==> src/hdl/sfs_regs.svh <==
`ifndef SFS_REGS_SVH
`define SFS_REGS_SVH

// Register word indices (byte address = 4 * index)
`define SFS_A_CTRL    4'h0
`define SFS_A_SETP    4'h1
`define SFS_A_HIGH    4'h2
`define SFS_A_LOW     4'h3
`define SFS_A_TRIG    4'h4
`define SFS_A_OFFS    4'h5
`define SFS_A_DIAM    4'h6
`define SFS_A_TIME    4'h7
`define SFS_A_STAT    4'h8
`define SFS_A_MASK    4'h9
`define SFS_A_MEAS    4'ha

// Control fields
`define SFS_C_START   0
`define SFS_C_VALVE   3:1
`define SFS_C_UNIT    5:4
`define SFS_C_MON     6
`define SFS_C_PRE     7
`define SFS_C_SENSE   9:8
`define SFS_CTRL_W    10

// Timing fields, in line cycles and percent
`define SFS_T_WELD    6:0
`define SFS_T_HEAT    14:8
`define SFS_T_SQZ     22:16
`define SFS_TIME_W    23

// Status and mask bits
`define SFS_S_HIGH    0
`define SFS_S_LOW     1
`define SFS_S_PREHI   2
`define SFS_S_PRELO   3
`define SFS_S_NRDY    4
`define SFS_S_TMO     5
`define SFS_S_DONE    6
`define SFS_STAT_W    7

// Value ranges: 0.1 PSI, microamps, half pounds
`define SFS_PSI_MAX   16'h03e8
`define SFS_MA_MIN    16'h0fa0
`define SFS_MA_MAX    16'h4e20
`define SFS_LB_MAX    16'h3d54
`define SFS_PCT_MAX   7'h63
`define SFS_PCT_FULL  24'h000064
`define SFS_LOOP_ZERO 16'h0fa0
`define SFS_LOOP_SH   4
`define SFS_AREA_K    15'h66f2
`define SFS_RST_ZERO  32'h0000_0000

// Timing
`define SFS_TIMEOUT_S 60
`define SFS_CLK_HZ    20000000
`define SFS_LINE_HZ   60

`endif

==> src/hdl/sfs_pkg.sv <==
package sfs_pkg;
  typedef enum logic [5:0] {
    ST_IDLE = 6'h01,
    ST_SQZ  = 6'h02,
    ST_CHK  = 6'h04,
    ST_WAIT = 6'h08,
    ST_WELD = 6'h10,
    ST_OFF  = 6'h20
  } sfs_state_e;

  typedef enum logic [1:0] {
    UNIT_PSI    = 2'h0,
    UNIT_MA     = 2'h1,
    UNIT_LB     = 2'h2,
    UNIT_CAL_LB = 2'h3
  } sfs_unit_e;

  typedef enum logic [1:0] {
    SENSE_OFF  = 2'h0,
    SENSE_RISE = 2'h1,
    SENSE_FALL = 2'h2,
    SENSE_RSVD = 2'h3
  } sfs_sense_e;
endpackage : sfs_pkg

==> src/hdl/sfs_fire_if.sv <==
`timescale 1ns/100ps
interface sfs_fire_if;
  logic       tick;
  logic       enable;
  logic [6:0] heat;
  logic       fire;

  modport ctrl (output tick, output enable, output heat, input fire);
  modport gen  (input tick, input enable, input heat, output fire);
endinterface : sfs_fire_if

==> src/hdl/sfs_fire.sv <==
`timescale 1ns/100ps
`include "sfs_regs.svh"
module sfs_fire import sfs_pkg::*; #(
  parameter int unsigned P_HALF_CLKS = `SFS_CLK_HZ / (2 * `SFS_LINE_HZ)
) (
  // Clock and reset
  input  wire logic  i_mclk,
  input  wire logic  i_rst_n,
  // Firing control
  sfs_fire_if.gen    fif
);
  localparam int CW = $clog2(P_HALF_CLKS + 1);

  logic [CW-1:0] cnt_reg;
  logic          active_reg;
  logic          fire_reg;
  wire  [47:0]   cnt_x100  = 48'(cnt_reg) * 48'(`SFS_PCT_FULL);
  wire  [47:0]   heat_span = 48'(fif.heat) * 48'(P_HALF_CLKS);
  wire           in_width  = cnt_x100 < heat_span;
  wire           cnt_end   = cnt_reg >= CW'(P_HALF_CLKS - 1);

  // Same width each line cycle, restarted on every tick while enabled
  always_ff @(posedge i_mclk) begin
    if (!i_rst_n) begin
      cnt_reg    <= '0;
      active_reg <= 1'b0;
      fire_reg   <= 1'b0;
    end else begin
      if (fif.tick && fif.enable) begin
        cnt_reg    <= '0;
        active_reg <= 1'b1;
      end else if (active_reg && !cnt_end && fif.enable) begin
        cnt_reg <= cnt_reg + CW'(1);
      end else begin
        active_reg <= 1'b0;
      end
      fire_reg <= fif.enable && active_reg && in_width;
    end
  end

  assign fif.fire = fire_reg;
endmodule // sfs_fire

==> src/hdl/sfs_top.sv <==
// Local design decisions: the Avalon-MM register port and the register offsets.
`timescale 1ns/100ps
`include "sfs_regs.svh"
// Function
// - Energise exactly selected valves during squeeze
// - Drive proportional valve with clamped setpoint
// - Loop current 4-20 mA maps 0-100 PSI
// - Force equals pressure times cylinder area
// - High and low force checks at squeeze end
// - Pre-limit check needs monitor and pre-limit enables
// - Pre-limits scale high down, low up
// - Offset whole percent 0 to 99
// - Sensing off skips check, advances at once
// - Rising sense waits for value at/above trigger
// - Falling sense waits for value at/below trigger
// - Sixty second wait abandons to off state
// - Trigger held in setpoint unit range
// - Weld current through first interval 0-99 cycles
// - Phase shift: same pulse width each cycle
// - Heat is percent 0-99 of maximum width
// - Intervals counted in line cycles
module sfs_top import sfs_pkg::*; #(
  parameter int unsigned P_TIMEOUT_CLKS = `SFS_TIMEOUT_S * `SFS_CLK_HZ,
  parameter int unsigned P_HALF_CLKS    = `SFS_CLK_HZ / (2 * `SFS_LINE_HZ)
) (
  // Clock and reset
  input  wire logic        i_mclk,
  input  wire logic        i_rst_n,
  // Avalon-MM slave
  input  wire logic [3:0]  i_avs_address,
  input  wire logic        i_avs_read,
  input  wire logic        i_avs_write,
  input  wire logic [31:0] i_avs_writedata,
  output logic      [31:0] o_avs_readdata,
  output logic             o_avs_waitrequest,
  // Line and sensor pins
  input  wire logic        i_line_zc,
  input  wire logic [15:0] i_sense_ua,
  // Valves and firing
  output logic      [2:0]  o_valve,
  output logic             o_pv_enable,
  output logic      [15:0] o_pv_setpoint,
  output logic      [1:0]  o_pv_unit,
  output logic             o_fire,
  // Flags
  output logic             o_valve_not_ready_flag,
  output logic             o_seq_off,
  output logic             o_irq
);
  function automatic logic [15:0] clamp_val(input logic [1:0] u, input logic [15:0] d,
                                            input logic [15:0] lbm);
    logic [15:0] lo;
    logic [15:0] hi;
    lo = (u == UNIT_MA) ? `SFS_MA_MIN : 16'h0000;
    hi = (u == UNIT_PSI) ? `SFS_PSI_MAX : (u == UNIT_MA) ? `SFS_MA_MAX : lbm;
    clamp_val = (d < lo) ? lo : (d > hi) ? hi : d;
  endfunction

  function automatic logic [6:0] clamp_pct(input logic [6:0] d);
    clamp_pct = (d > `SFS_PCT_MAX) ? `SFS_PCT_MAX : d;
  endfunction

  sfs_state_e                  state_reg;
  sfs_state_e                  state_next;
  logic [`SFS_CTRL_W-1:0]      ctrl_reg;
  logic [15:0]                 setp_reg;
  logic [15:0]                 high_reg;
  logic [15:0]                 low_reg;
  logic [15:0]                 trig_reg;
  logic [6:0]                  offs_reg;
  logic [7:0]                  diam_reg;
  logic [`SFS_TIME_W-1:0]      time_reg;
  logic [`SFS_STAT_W-1:0]      stat_reg;
  logic [`SFS_STAT_W-1:0]      mask_reg;
  logic                        ack_reg;
  logic [31:0]                 rdata_reg;
  logic [2:0]                  zc_sync_reg;
  logic [15:0]                 sense_s1_reg;
  logic [15:0]                 sense_s2_reg;
  logic [6:0]                  cyc_cnt_reg;
  logic [31:0]                 tmo_cnt_reg;
  logic [2:0]                  valve_reg;
  logic                        pv_en_reg;
  logic [15:0]                 pv_setp_reg;
  logic                        nrdy_reg;

  // Bus decode
  wire        bus_req  = i_avs_read || i_avs_write;
  wire        wr_take  = i_avs_write && ack_reg;
  wire        rd_load  = i_avs_read && !ack_reg;
  wire        wr_ctrl  = wr_take && (i_avs_address == `SFS_A_CTRL);
  wire        wr_stat  = wr_take && (i_avs_address == `SFS_A_STAT);
  wire [1:0]  unit     = ctrl_reg[`SFS_C_UNIT];
  wire [1:0]  wr_unit  = wr_ctrl ? i_avs_writedata[`SFS_C_UNIT] : unit;
  wire        start    = wr_ctrl && i_avs_writedata[`SFS_C_START];

  // Measurement path
  wire [15:0] sense_ua  = sense_s2_reg;
  wire [15:0] loop_span = (sense_ua >= `SFS_LOOP_ZERO) ? (sense_ua - `SFS_LOOP_ZERO) : 16'h0000;
  wire [15:0] psi10     = loop_span >> `SFS_LOOP_SH;
  wire [15:0] diam_sq   = 16'(diam_reg) * 16'(diam_reg);
  wire [43:0] force_pr  = 44'(psi10) * 44'(diam_sq) * 44'(`SFS_AREA_K);
  wire [15:0] force_hl  = force_pr[39:24];
  // Lb ceiling is full-scale force, at most SFS_LB_MAX; program the diameter first
  wire [43:0] cap_pr    = 44'(`SFS_PSI_MAX) * 44'(diam_sq) * 44'(`SFS_AREA_K);
  wire [15:0] lb_cap    = (cap_pr[43:24] > 20'(`SFS_LB_MAX)) ? `SFS_LB_MAX : cap_pr[39:24];
  wire [15:0] wr_val    = clamp_val(wr_unit, i_avs_writedata[15:0], lb_cap);
  wire [15:0] meas      = (unit == UNIT_MA) ? sense_ua :
                          (unit == UNIT_PSI) ? psi10 : force_hl;

  // Limit and trigger comparisons
  wire        mon_en    = ctrl_reg[`SFS_C_MON];
  wire        pre_en    = ctrl_reg[`SFS_C_PRE] && mon_en;
  wire [1:0]  sense     = ctrl_reg[`SFS_C_SENSE];
  wire [23:0] meas_x100 = 24'(meas) * `SFS_PCT_FULL;
  wire [23:0] prehi_thr = 24'(high_reg) * (`SFS_PCT_FULL - 24'(offs_reg));
  wire [23:0] prelo_thr = 24'(low_reg) * (`SFS_PCT_FULL + 24'(offs_reg));
  wire        in_chk    = state_reg == ST_CHK;
  wire        in_wait   = state_reg == ST_WAIT;
  wire        hit_high  = in_chk && mon_en && (meas >= high_reg);
  wire        hit_low   = in_chk && mon_en && (meas <= low_reg);
  wire        hit_prehi = in_chk && pre_en && (meas_x100 >= prehi_thr);
  wire        hit_prelo = in_chk && pre_en && (meas_x100 <= prelo_thr);
  wire        sense_on  = (sense == SENSE_RISE) || (sense == SENSE_FALL);
  wire        trig_ok   = (sense == SENSE_RISE) ? (meas >= trig_reg) : (meas <= trig_reg);
  wire        tmo_hit   = tmo_cnt_reg >= 32'(P_TIMEOUT_CLKS - 1);

  // Line cycle tick and interval ends
  wire        line_tick = zc_sync_reg[1] && !zc_sync_reg[2];
  wire        sqz_end   = cyc_cnt_reg >= time_reg[`SFS_T_SQZ];
  // Ends on the tick after the last full cycle, so no pulse is cut short
  wire        weld_end  = (time_reg[`SFS_T_WELD] == 7'h00) ||
                          (line_tick && (cyc_cnt_reg >= time_reg[`SFS_T_WELD]));
  wire        valve_on  = (state_next == ST_SQZ) || (state_next == ST_CHK) ||
                          (state_next == ST_WAIT) || (state_next == ST_WELD);

  // Sequencer
  always_comb begin
    state_next = state_reg;
    unique case (state_reg)
      ST_IDLE: if (start) state_next = ST_SQZ;
      ST_SQZ:  if (sqz_end) state_next = ST_CHK;
      ST_CHK: begin
        if (!sense_on || trig_ok) begin
          state_next = ST_WELD;
        end else begin
          state_next = ST_WAIT;
        end
      end
      ST_WAIT: begin
        if (trig_ok) begin
          state_next = ST_WELD;
        end else if (tmo_hit) begin
          state_next = ST_OFF;
        end
      end
      ST_WELD: if (weld_end) state_next = ST_IDLE;
      ST_OFF:  if (start) state_next = ST_SQZ;
    endcase
  end

  wire [`SFS_STAT_W-1:0] stat_set = {
    (state_reg == ST_WELD) && weld_end,
    in_wait && !trig_ok && tmo_hit,
    in_wait,
    hit_prelo,
    hit_prehi,
    hit_low,
    hit_high
  };
  wire [`SFS_STAT_W-1:0] stat_clr = wr_stat ? i_avs_writedata[`SFS_STAT_W-1:0] : '0;

  wire [31:0] rd_mux =
    (i_avs_address == `SFS_A_CTRL) ? 32'(ctrl_reg) :
    (i_avs_address == `SFS_A_SETP) ? 32'(setp_reg) :
    (i_avs_address == `SFS_A_HIGH) ? 32'(high_reg) :
    (i_avs_address == `SFS_A_LOW)  ? 32'(low_reg) :
    (i_avs_address == `SFS_A_TRIG) ? 32'(trig_reg) :
    (i_avs_address == `SFS_A_OFFS) ? 32'(offs_reg) :
    (i_avs_address == `SFS_A_DIAM) ? 32'(diam_reg) :
    (i_avs_address == `SFS_A_TIME) ? 32'(time_reg) :
    (i_avs_address == `SFS_A_STAT) ? 32'(stat_reg) :
    (i_avs_address == `SFS_A_MASK) ? 32'(mask_reg) :
    (i_avs_address == `SFS_A_MEAS) ? {10'h000, state_reg, meas} : `SFS_RST_ZERO;

  // Bus slave: one wait state for every access
  always_ff @(posedge i_mclk) begin
    if (!i_rst_n) begin
      ack_reg   <= 1'b0;
      rdata_reg <= `SFS_RST_ZERO;
    end else begin
      ack_reg <= bus_req && !ack_reg;
      if (rd_load) rdata_reg <= rd_mux;
    end
  end

  // Configuration registers
  always_ff @(posedge i_mclk) begin
    if (!i_rst_n) begin
      ctrl_reg <= '0;
      setp_reg <= '0;
      high_reg <= '0;
      low_reg  <= '0;
      trig_reg <= '0;
      offs_reg <= '0;
      diam_reg <= '0;
      time_reg <= '0;
      mask_reg <= '0;
    end else if (wr_take) begin
      unique case (i_avs_address)
        `SFS_A_CTRL: ctrl_reg <= {i_avs_writedata[`SFS_CTRL_W-1:1], 1'b0};
        `SFS_A_SETP: setp_reg <= wr_val;
        `SFS_A_HIGH: high_reg <= wr_val;
        `SFS_A_LOW:  low_reg  <= wr_val;
        `SFS_A_TRIG: trig_reg <= wr_val;
        `SFS_A_OFFS: offs_reg <= clamp_pct(i_avs_writedata[6:0]);
        `SFS_A_DIAM: diam_reg <= i_avs_writedata[7:0];
        `SFS_A_TIME: time_reg <= {clamp_pct(i_avs_writedata[22:16]), 1'b0,
                                  clamp_pct(i_avs_writedata[14:8]), 1'b0,
                                  clamp_pct(i_avs_writedata[6:0])};
        `SFS_A_MASK: mask_reg <= i_avs_writedata[`SFS_STAT_W-1:0];
        default: ;
      endcase
    end
  end

  // Sticky status, set wins over clear
  always_ff @(posedge i_mclk) begin
    if (!i_rst_n) begin
      stat_reg <= '0;
    end else begin
      stat_reg <= (stat_reg & ~stat_clr) | stat_set;
    end
  end

  // Pin synchronisers
  always_ff @(posedge i_mclk) begin
    if (!i_rst_n) begin
      zc_sync_reg  <= '0;
      sense_s1_reg <= '0;
      sense_s2_reg <= '0;
    end else begin
      zc_sync_reg  <= {zc_sync_reg[1:0], i_line_zc};
      sense_s1_reg <= i_sense_ua;
      sense_s2_reg <= sense_s1_reg;
    end
  end

  // State, interval and timeout counters
  always_ff @(posedge i_mclk) begin
    if (!i_rst_n) begin
      state_reg   <= ST_IDLE;
      cyc_cnt_reg <= '0;
      tmo_cnt_reg <= '0;
    end else begin
      state_reg <= state_next;
      if (state_next != state_reg) begin
        cyc_cnt_reg <= '0;
      end else if (line_tick) begin
        cyc_cnt_reg <= cyc_cnt_reg + 7'h01;
      end
      tmo_cnt_reg <= in_wait ? tmo_cnt_reg + 32'h0000_0001 : '0;
    end
  end

  // Valve and flag outputs
  always_ff @(posedge i_mclk) begin
    if (!i_rst_n) begin
      valve_reg   <= '0;
      pv_en_reg   <= 1'b0;
      pv_setp_reg <= '0;
      nrdy_reg    <= 1'b0;
    end else begin
      valve_reg   <= valve_on ? ctrl_reg[`SFS_C_VALVE] : 3'h0;
      pv_en_reg   <= valve_on;
      pv_setp_reg <= valve_on ? setp_reg : 16'h0000;
      nrdy_reg    <= state_next == ST_WAIT;
    end
  end

  sfs_fire_if fire_if ();

  assign fire_if.tick   = line_tick;
  assign fire_if.enable = state_reg == ST_WELD;
  assign fire_if.heat   = time_reg[`SFS_T_HEAT];

  sfs_fire #(
    .P_HALF_CLKS (P_HALF_CLKS)
  ) u_fire (
    .i_mclk  (i_mclk),
    .i_rst_n (i_rst_n),
    .fif     (fire_if.gen)
  );

  assign o_avs_readdata         = rdata_reg;
  assign o_avs_waitrequest      = bus_req && !ack_reg;
  assign o_valve                = valve_reg;
  assign o_pv_enable            = pv_en_reg;
  assign o_pv_setpoint          = pv_setp_reg;
  assign o_pv_unit              = unit;
  assign o_fire                 = fire_if.fire;
  assign o_valve_not_ready_flag = nrdy_reg;
  assign o_seq_off              = state_reg == ST_OFF;
  assign o_irq                  = |(stat_reg & mask_reg);

  wire act = (state_reg == ST_SQZ) || in_chk || in_wait || (state_reg == ST_WELD);
endmodule // sfs_top

==> config.mk <==
export PLATFORM = sky130hd
export DESIGN_NAME = sfs_top
export DESIGN_NICKNAME = d
export VERILOG_FILES = /design/src/hdl/sfs_pkg.sv /design/src/hdl/sfs_fire_if.sv /design/src/hdl/sfs_fire.sv /design/src/hdl/sfs_top.sv
export VERILOG_INCLUDE_DIRS = /design/src /design/src/hdl
export SDC_FILE = /design/constraint.sdc
export NUM_CORES = 2
export LEC_CHECK = 0
export BUFFER_PORTS_ARGS = -buffer_cell sky130_fd_sc_hd__buf_2
export CAP_MARGIN = 20
export CELL_PAD_IN_SITES_DETAIL_PLACEMENT = 1
export CELL_PAD_IN_SITES_GLOBAL_PLACEMENT = 1
export CORE_ASPECT_RATIO = 0.5
export CORE_UTILIZATION = 30
export DETAILED_ROUTE_END_ITERATION = 12
export PLACE_DENSITY = 0.62
export SLEW_MARGIN = 20
export SYNTH_ARGS = -nofsm -noshare
export SYNTH_HDL_FRONTEND = slang
export SYNTH_HIERARCHICAL = 1
export SYNTH_SLANG_ARGS = --single-unit
==> constraint.sdc <==
create_clock -name i_mclk -period 45.1 [get_ports i_mclk]
set_input_delay 6.765 -clock i_mclk [delete_from_list [all_inputs] [get_ports i_mclk]]
set_output_delay 6.765 -clock i_mclk [all_outputs]
set_load 0.01 [all_outputs]
==> metrics.log <==
INFO  metric status = completed
INFO  metric largest_stage_delay_on_the_critical_path = ~0.85 ns
INFO  metric critical_register_to_register_path_startpoint = diam_reg[1]
INFO  metric synth_area_leaders = sky130_fd_sc_hd__fa_1 (28%), sky130_fd_sc_hd__ha_1 (20%), sky130_fd_sc_hd__dfxtp_1 (11%), sky130_fd_sc_hd__inv_1 (8.1%), sky130_fd_sc_hd__nand2_1 (3.8%)
INFO  metric postSynthAreaPerCell = 8.62 um^2
INFO  metric globalplace.congestion = ~0.88
INFO  metric floorplan.io_pins = approximately 120
INFO  metric cts_buffer_depth = 3
INFO  metric net_switching_fraction_of_the_power = a little over two fifths
INFO  metric synth.ff_latch_count = between 200 and 300
INFO  metric setup.worst_path.end = stat_reg[3]
INFO  metric drt-wirelength-per-cell = slightly below 20 um
INFO  metric dominant_combinational_cell_family_by_area_after_synthesis = adder cells
INFO  metric final_max_slew_viol_count = 0
INFO  metric synthesis.instances = between 5000 and 6000
INFO  metric power_leakage = between 0.02 and 0.03 uW
INFO  metric synth_edf_count = 0
INFO  metric cp_data_required_time = 45.57 ns
INFO  metric wire_length_of_the_first_global_routing_pass = around 250 mm
INFO  metric crit_path_end_kind = flip-flop
INFO  metric timing.critical_path.from = diam_reg[1]
INFO  metric cts-root-buf = sky130_fd_sc_hd__clkbuf_16
INFO  metric clkLatencyLatePin = approximately 0.58 ns
INFO  metric dp.final_hpwl = between 100 and 150 mm
INFO  metric drv.max_cap_violation_count = 0
INFO  metric finalCriticalPeriod = 20.95 ns
INFO  metric max-vdd-ir-drop = 0.0000364 V
INFO  metric worst_r2r_path_depth = approximately 70
INFO  metric die_w = between 500 and 600 um
INFO  metric share_comb_of_total_power = 48.9%
INFO  metric number_of_sinks_handled_by_clock_tree_synthesis = roughly 270
INFO  metric timing.setup.critical_path_class = flip-flop to flip-flop
INFO  metric route.final.wire_length = 156 mm
INFO  metric synthXorXnorAreaFrac = ~4.1%
INFO  metric vias = 40344
INFO  metric num_rows = between 100 and 150
INFO  metric critical_path.slowest_cell = sky130_fd_sc_hd__clkinv_1
INFO  metric critPathMostFrequentCell = sky130_fd_sc_hd__fa_1
INFO  metric final-hold-violation-count = 0
INFO  metric synth_cell_type_count = around 90
INFO  metric synth-simple-area-share = approximately 14%
INFO  metric floorplan.initialDensity = 30.4%
INFO  metric reg_to_reg_critical_path_endpoint = stat_reg[3]
INFO  metric grt_pass1_vias = between 40000 and 50000
INFO  metric route.antenna.remaining_nets = 0
INFO  metric postCtsSetupBuffers = 0
INFO  metric synth_fa_ha_area_share = about half
INFO  metric relSlewSlack = between 10% and 20%
INFO  metric critical_path.max_fanout = 13
INFO  metric post_drt_via_cell_ratio = around 5
INFO  metric fin_tns_setup = 0 ns
INFO  metric yosys_warnings = 6
INFO  metric switching_power = 471 uW
INFO  metric timing.reg2reg.setup_slack = between 20 and 25 ns
INFO  metric finish.net_count = approximately 7400
INFO  metric post_cts.resized_instances = 0
INFO  metric grt_setup_unrepaired = false
INFO  metric die_y = about 290 um
INFO  metric p_int = 639 uW
INFO  metric async_reset_ff_share = 0%
INFO  metric cts_max_level = 2
INFO  metric synth-main-ff-cell = sky130_fd_sc_hd__dfxtp_1
INFO  metric final.setup_skew = 0.0303 ns
INFO  metric post_synth_mux_area_share = under 10%
INFO  metric tightestPinTransition = roughly 1.2 ns
INFO  metric first_iter_violations = 2030
INFO  metric startpoint_type_of_the_worst_setup_path = flip-flop
INFO  metric max_freq = about 48 MHz
INFO  metric post_cts_hold_buffer_count = 0
INFO  metric grt_antenna_before_repair = 1
INFO  metric synth_top_area_share = between 20 and 30%
INFO  metric die_area = around 170000 um^2
INFO  metric io_buffers = 97
INFO  metric area_fraction_in_compound_gates_after_synthesis = about an eighth
INFO  metric max_ffs_per_register = 32
INFO  metric cts_buffers = 37
INFO  metric post_synth_instance_area = 50300 um^2
INFO  metric pwr_density_cell = slightly above 20 nW/um^2
INFO  metric synth_most_common_cell = sky130_fd_sc_hd__inv_1
INFO  metric area_growth = 8.92%
INFO  metric synth-seq-area-share = about a tenth
INFO  metric drt_pass1_iterations = 5
INFO  metric post_synth_most_frequent_cells = sky130_fd_sc_hd__inv_1 (1085), sky130_fd_sc_hd__ha_1 (823), sky130_fd_sc_hd__fa_1 (693), sky130_fd_sc_hd__nand2_1 (505), sky130_fd_sc_hd__nor2_1 (439)
INFO  metric floorplan.core_area = approximately 170000 um^2
INFO  metric globalRoute.totalOverflow = 0
INFO  metric tritoncts = built
INFO  metric fin_crit_sh = 46.4%
INFO  metric worst_hold_path_type = flip-flop to flip-flop
INFO  metric worst_setup_hold_path_clk_slew = approximately 0.06 ns
INFO  metric power_frac_clock = between 20 and 30%
INFO  metric worstPathArrival = approximately 21 ns
INFO  metric synthDominantAreaCellType = sky130_fd_sc_hd__fa_1
INFO  metric finalHoldWorstSlack = between 0.4 and 0.5 ns
INFO  metric drc = 0
INFO  metric global_route_total_usage_across_every_layer = between 10% and 20%
INFO  metric share_seq_of_total_power = around 22%
INFO  metric grt_max_degree = 66
INFO  metric layout-drive-gt1-share = under 10%
INFO  metric finalSetupViolations = 0
## layer usage
| layer | global-route usage, % | share of wire [%] | wire [um] |
|---|---|---|---|
| met2 | 31.4 | 46 | 72700 |
| met3 | 1.91 | 4.0 | 6330 |
| met4 | 3.86 | 2.1 | 3250 |
| met5 | 0 | 0 | 0 |
| met1 | 26.4 | 47 | 74300 |
## logic make-up after synthesis
logic type,count (synthesis)
xor gates and xnor gates,238
adders and majority gates,1517
other,2
and+or+nand+nor,1562
buffers and inverters,1272
DFF,268
muxes,55
AOI/OAI and AO/OA,917
## worst min-delay path by stage
stage	start	to	slack, ns	depth (start not counted)
3_5_place_dp	sense_s1_reg[3]	sense_s2_reg[3]	0.43	1
6_report	sense_s1_reg[3]	sense_s2_reg[3]	0.43	1
5_1_grt	zc_sync_reg[0]	zc_sync_reg[1]	0.45	1
2_1_floorplan	sense_s1_reg[0]	sense_s2_reg[0]	0.41	1
4_1_cts	sense_s1_reg[3]	sense_s2_reg[3]	0.44	1
3_3_place_gp	zc_sync_reg[0]	zc_sync_reg[1]	0.42	1
## through the flow
step / setup WS [ns] / util, % / total power, uW / instances / instance area, um^2
after detailed placement: 24.10 / 32.4 / 792 / 8027 / 53400
after global routing: 22.74 / 33.1 / 1200 / 8092 / 54700
after global placement: 24.30 / 32.3 / 785 / 8027 / 53400
final: 24.15 / 33.2 / 1110 / 8093 / 54700
after floorplan: 27.56 / - / 636 / 5844 / 50300
after CTS: 24.04 / 33.1 / 1120 / 8092 / 54700
## area by class of cell
class,count,area [um^2]
Clock inverter,16,273
Timing Repair Buffer,172,1050
Multi-Input combinational cell,4304,40200
Antenna cell,1,2.50
Fill cell,19446,110000
Inverter,1090,4090
Clock buffer,49,1030
Tap cell,2193,2740
Sequential cell,268,5370
## placed cells by master, fill, tap and decap left out, types with 23 or more instances in the layout
cell type	instances
sky130_fd_sc_hd__buf_4	76
sky130_fd_sc_hd__nand2b_1	44
sky130_fd_sc_hd__buf_2	96
sky130_fd_sc_hd__nand2_1	504
sky130_fd_sc_hd__a31oi_1	24
sky130_fd_sc_hd__nor2b_1	34
sky130_fd_sc_hd__o21ai_0	173
sky130_fd_sc_hd__and3_1	35
sky130_fd_sc_hd__clkbuf_16	37
sky130_fd_sc_hd__a21oi_1	267
sky130_fd_sc_hd__dfxtp_1	268
sky130_fd_sc_hd__fa_1	693
sky130_fd_sc_hd__o211ai_1	25
sky130_fd_sc_hd__a211oi_1	40
sky130_fd_sc_hd__ha_1	823
sky130_fd_sc_hd__o21a_1	51
sky130_fd_sc_hd__mux2i_1	42
sky130_fd_sc_hd__nor3_1	94
sky130_fd_sc_hd__and2_1	156
sky130_fd_sc_hd__xor2_1	95
sky130_fd_sc_hd__inv_1	1085
sky130_fd_sc_hd__nor2_1	439
sky130_fd_sc_hd__nand3_1	132
sky130_fd_sc_hd__xnor2_1	139
sky130_fd_sc_hd__nand4_1	33
sky130_fd_sc_hd__or3_1	25
sky130_fd_sc_hd__a21o_1	85
sky130_fd_sc_hd__o31ai_1	23
## worst max-delay path, delay by kind of cell, from the launching register on
kind                     cells  cell delay, ns
XOR/XNOR                     3            1.49
AO/OA/AOI/OAI               25            5.97
AND/OR/NAND/NOR              6            1.26
adder cells (fa/ha/maj)     23            9.51
flip-flops                   1            0.68
buffers and inverters       12            1.91
## power groups by stage
stage	combinational (uW)	sequential, uW	clock [uW]
2_1_floorplan	387	249	0
3_3_place_gp	534	251	0
3_5_place_dp	540	251	0
4_1_cts	545	246	328
5_1_grt	617	247	336
6_report	543	246	321
Note: power is estimated with default switching activity, not from simulation.
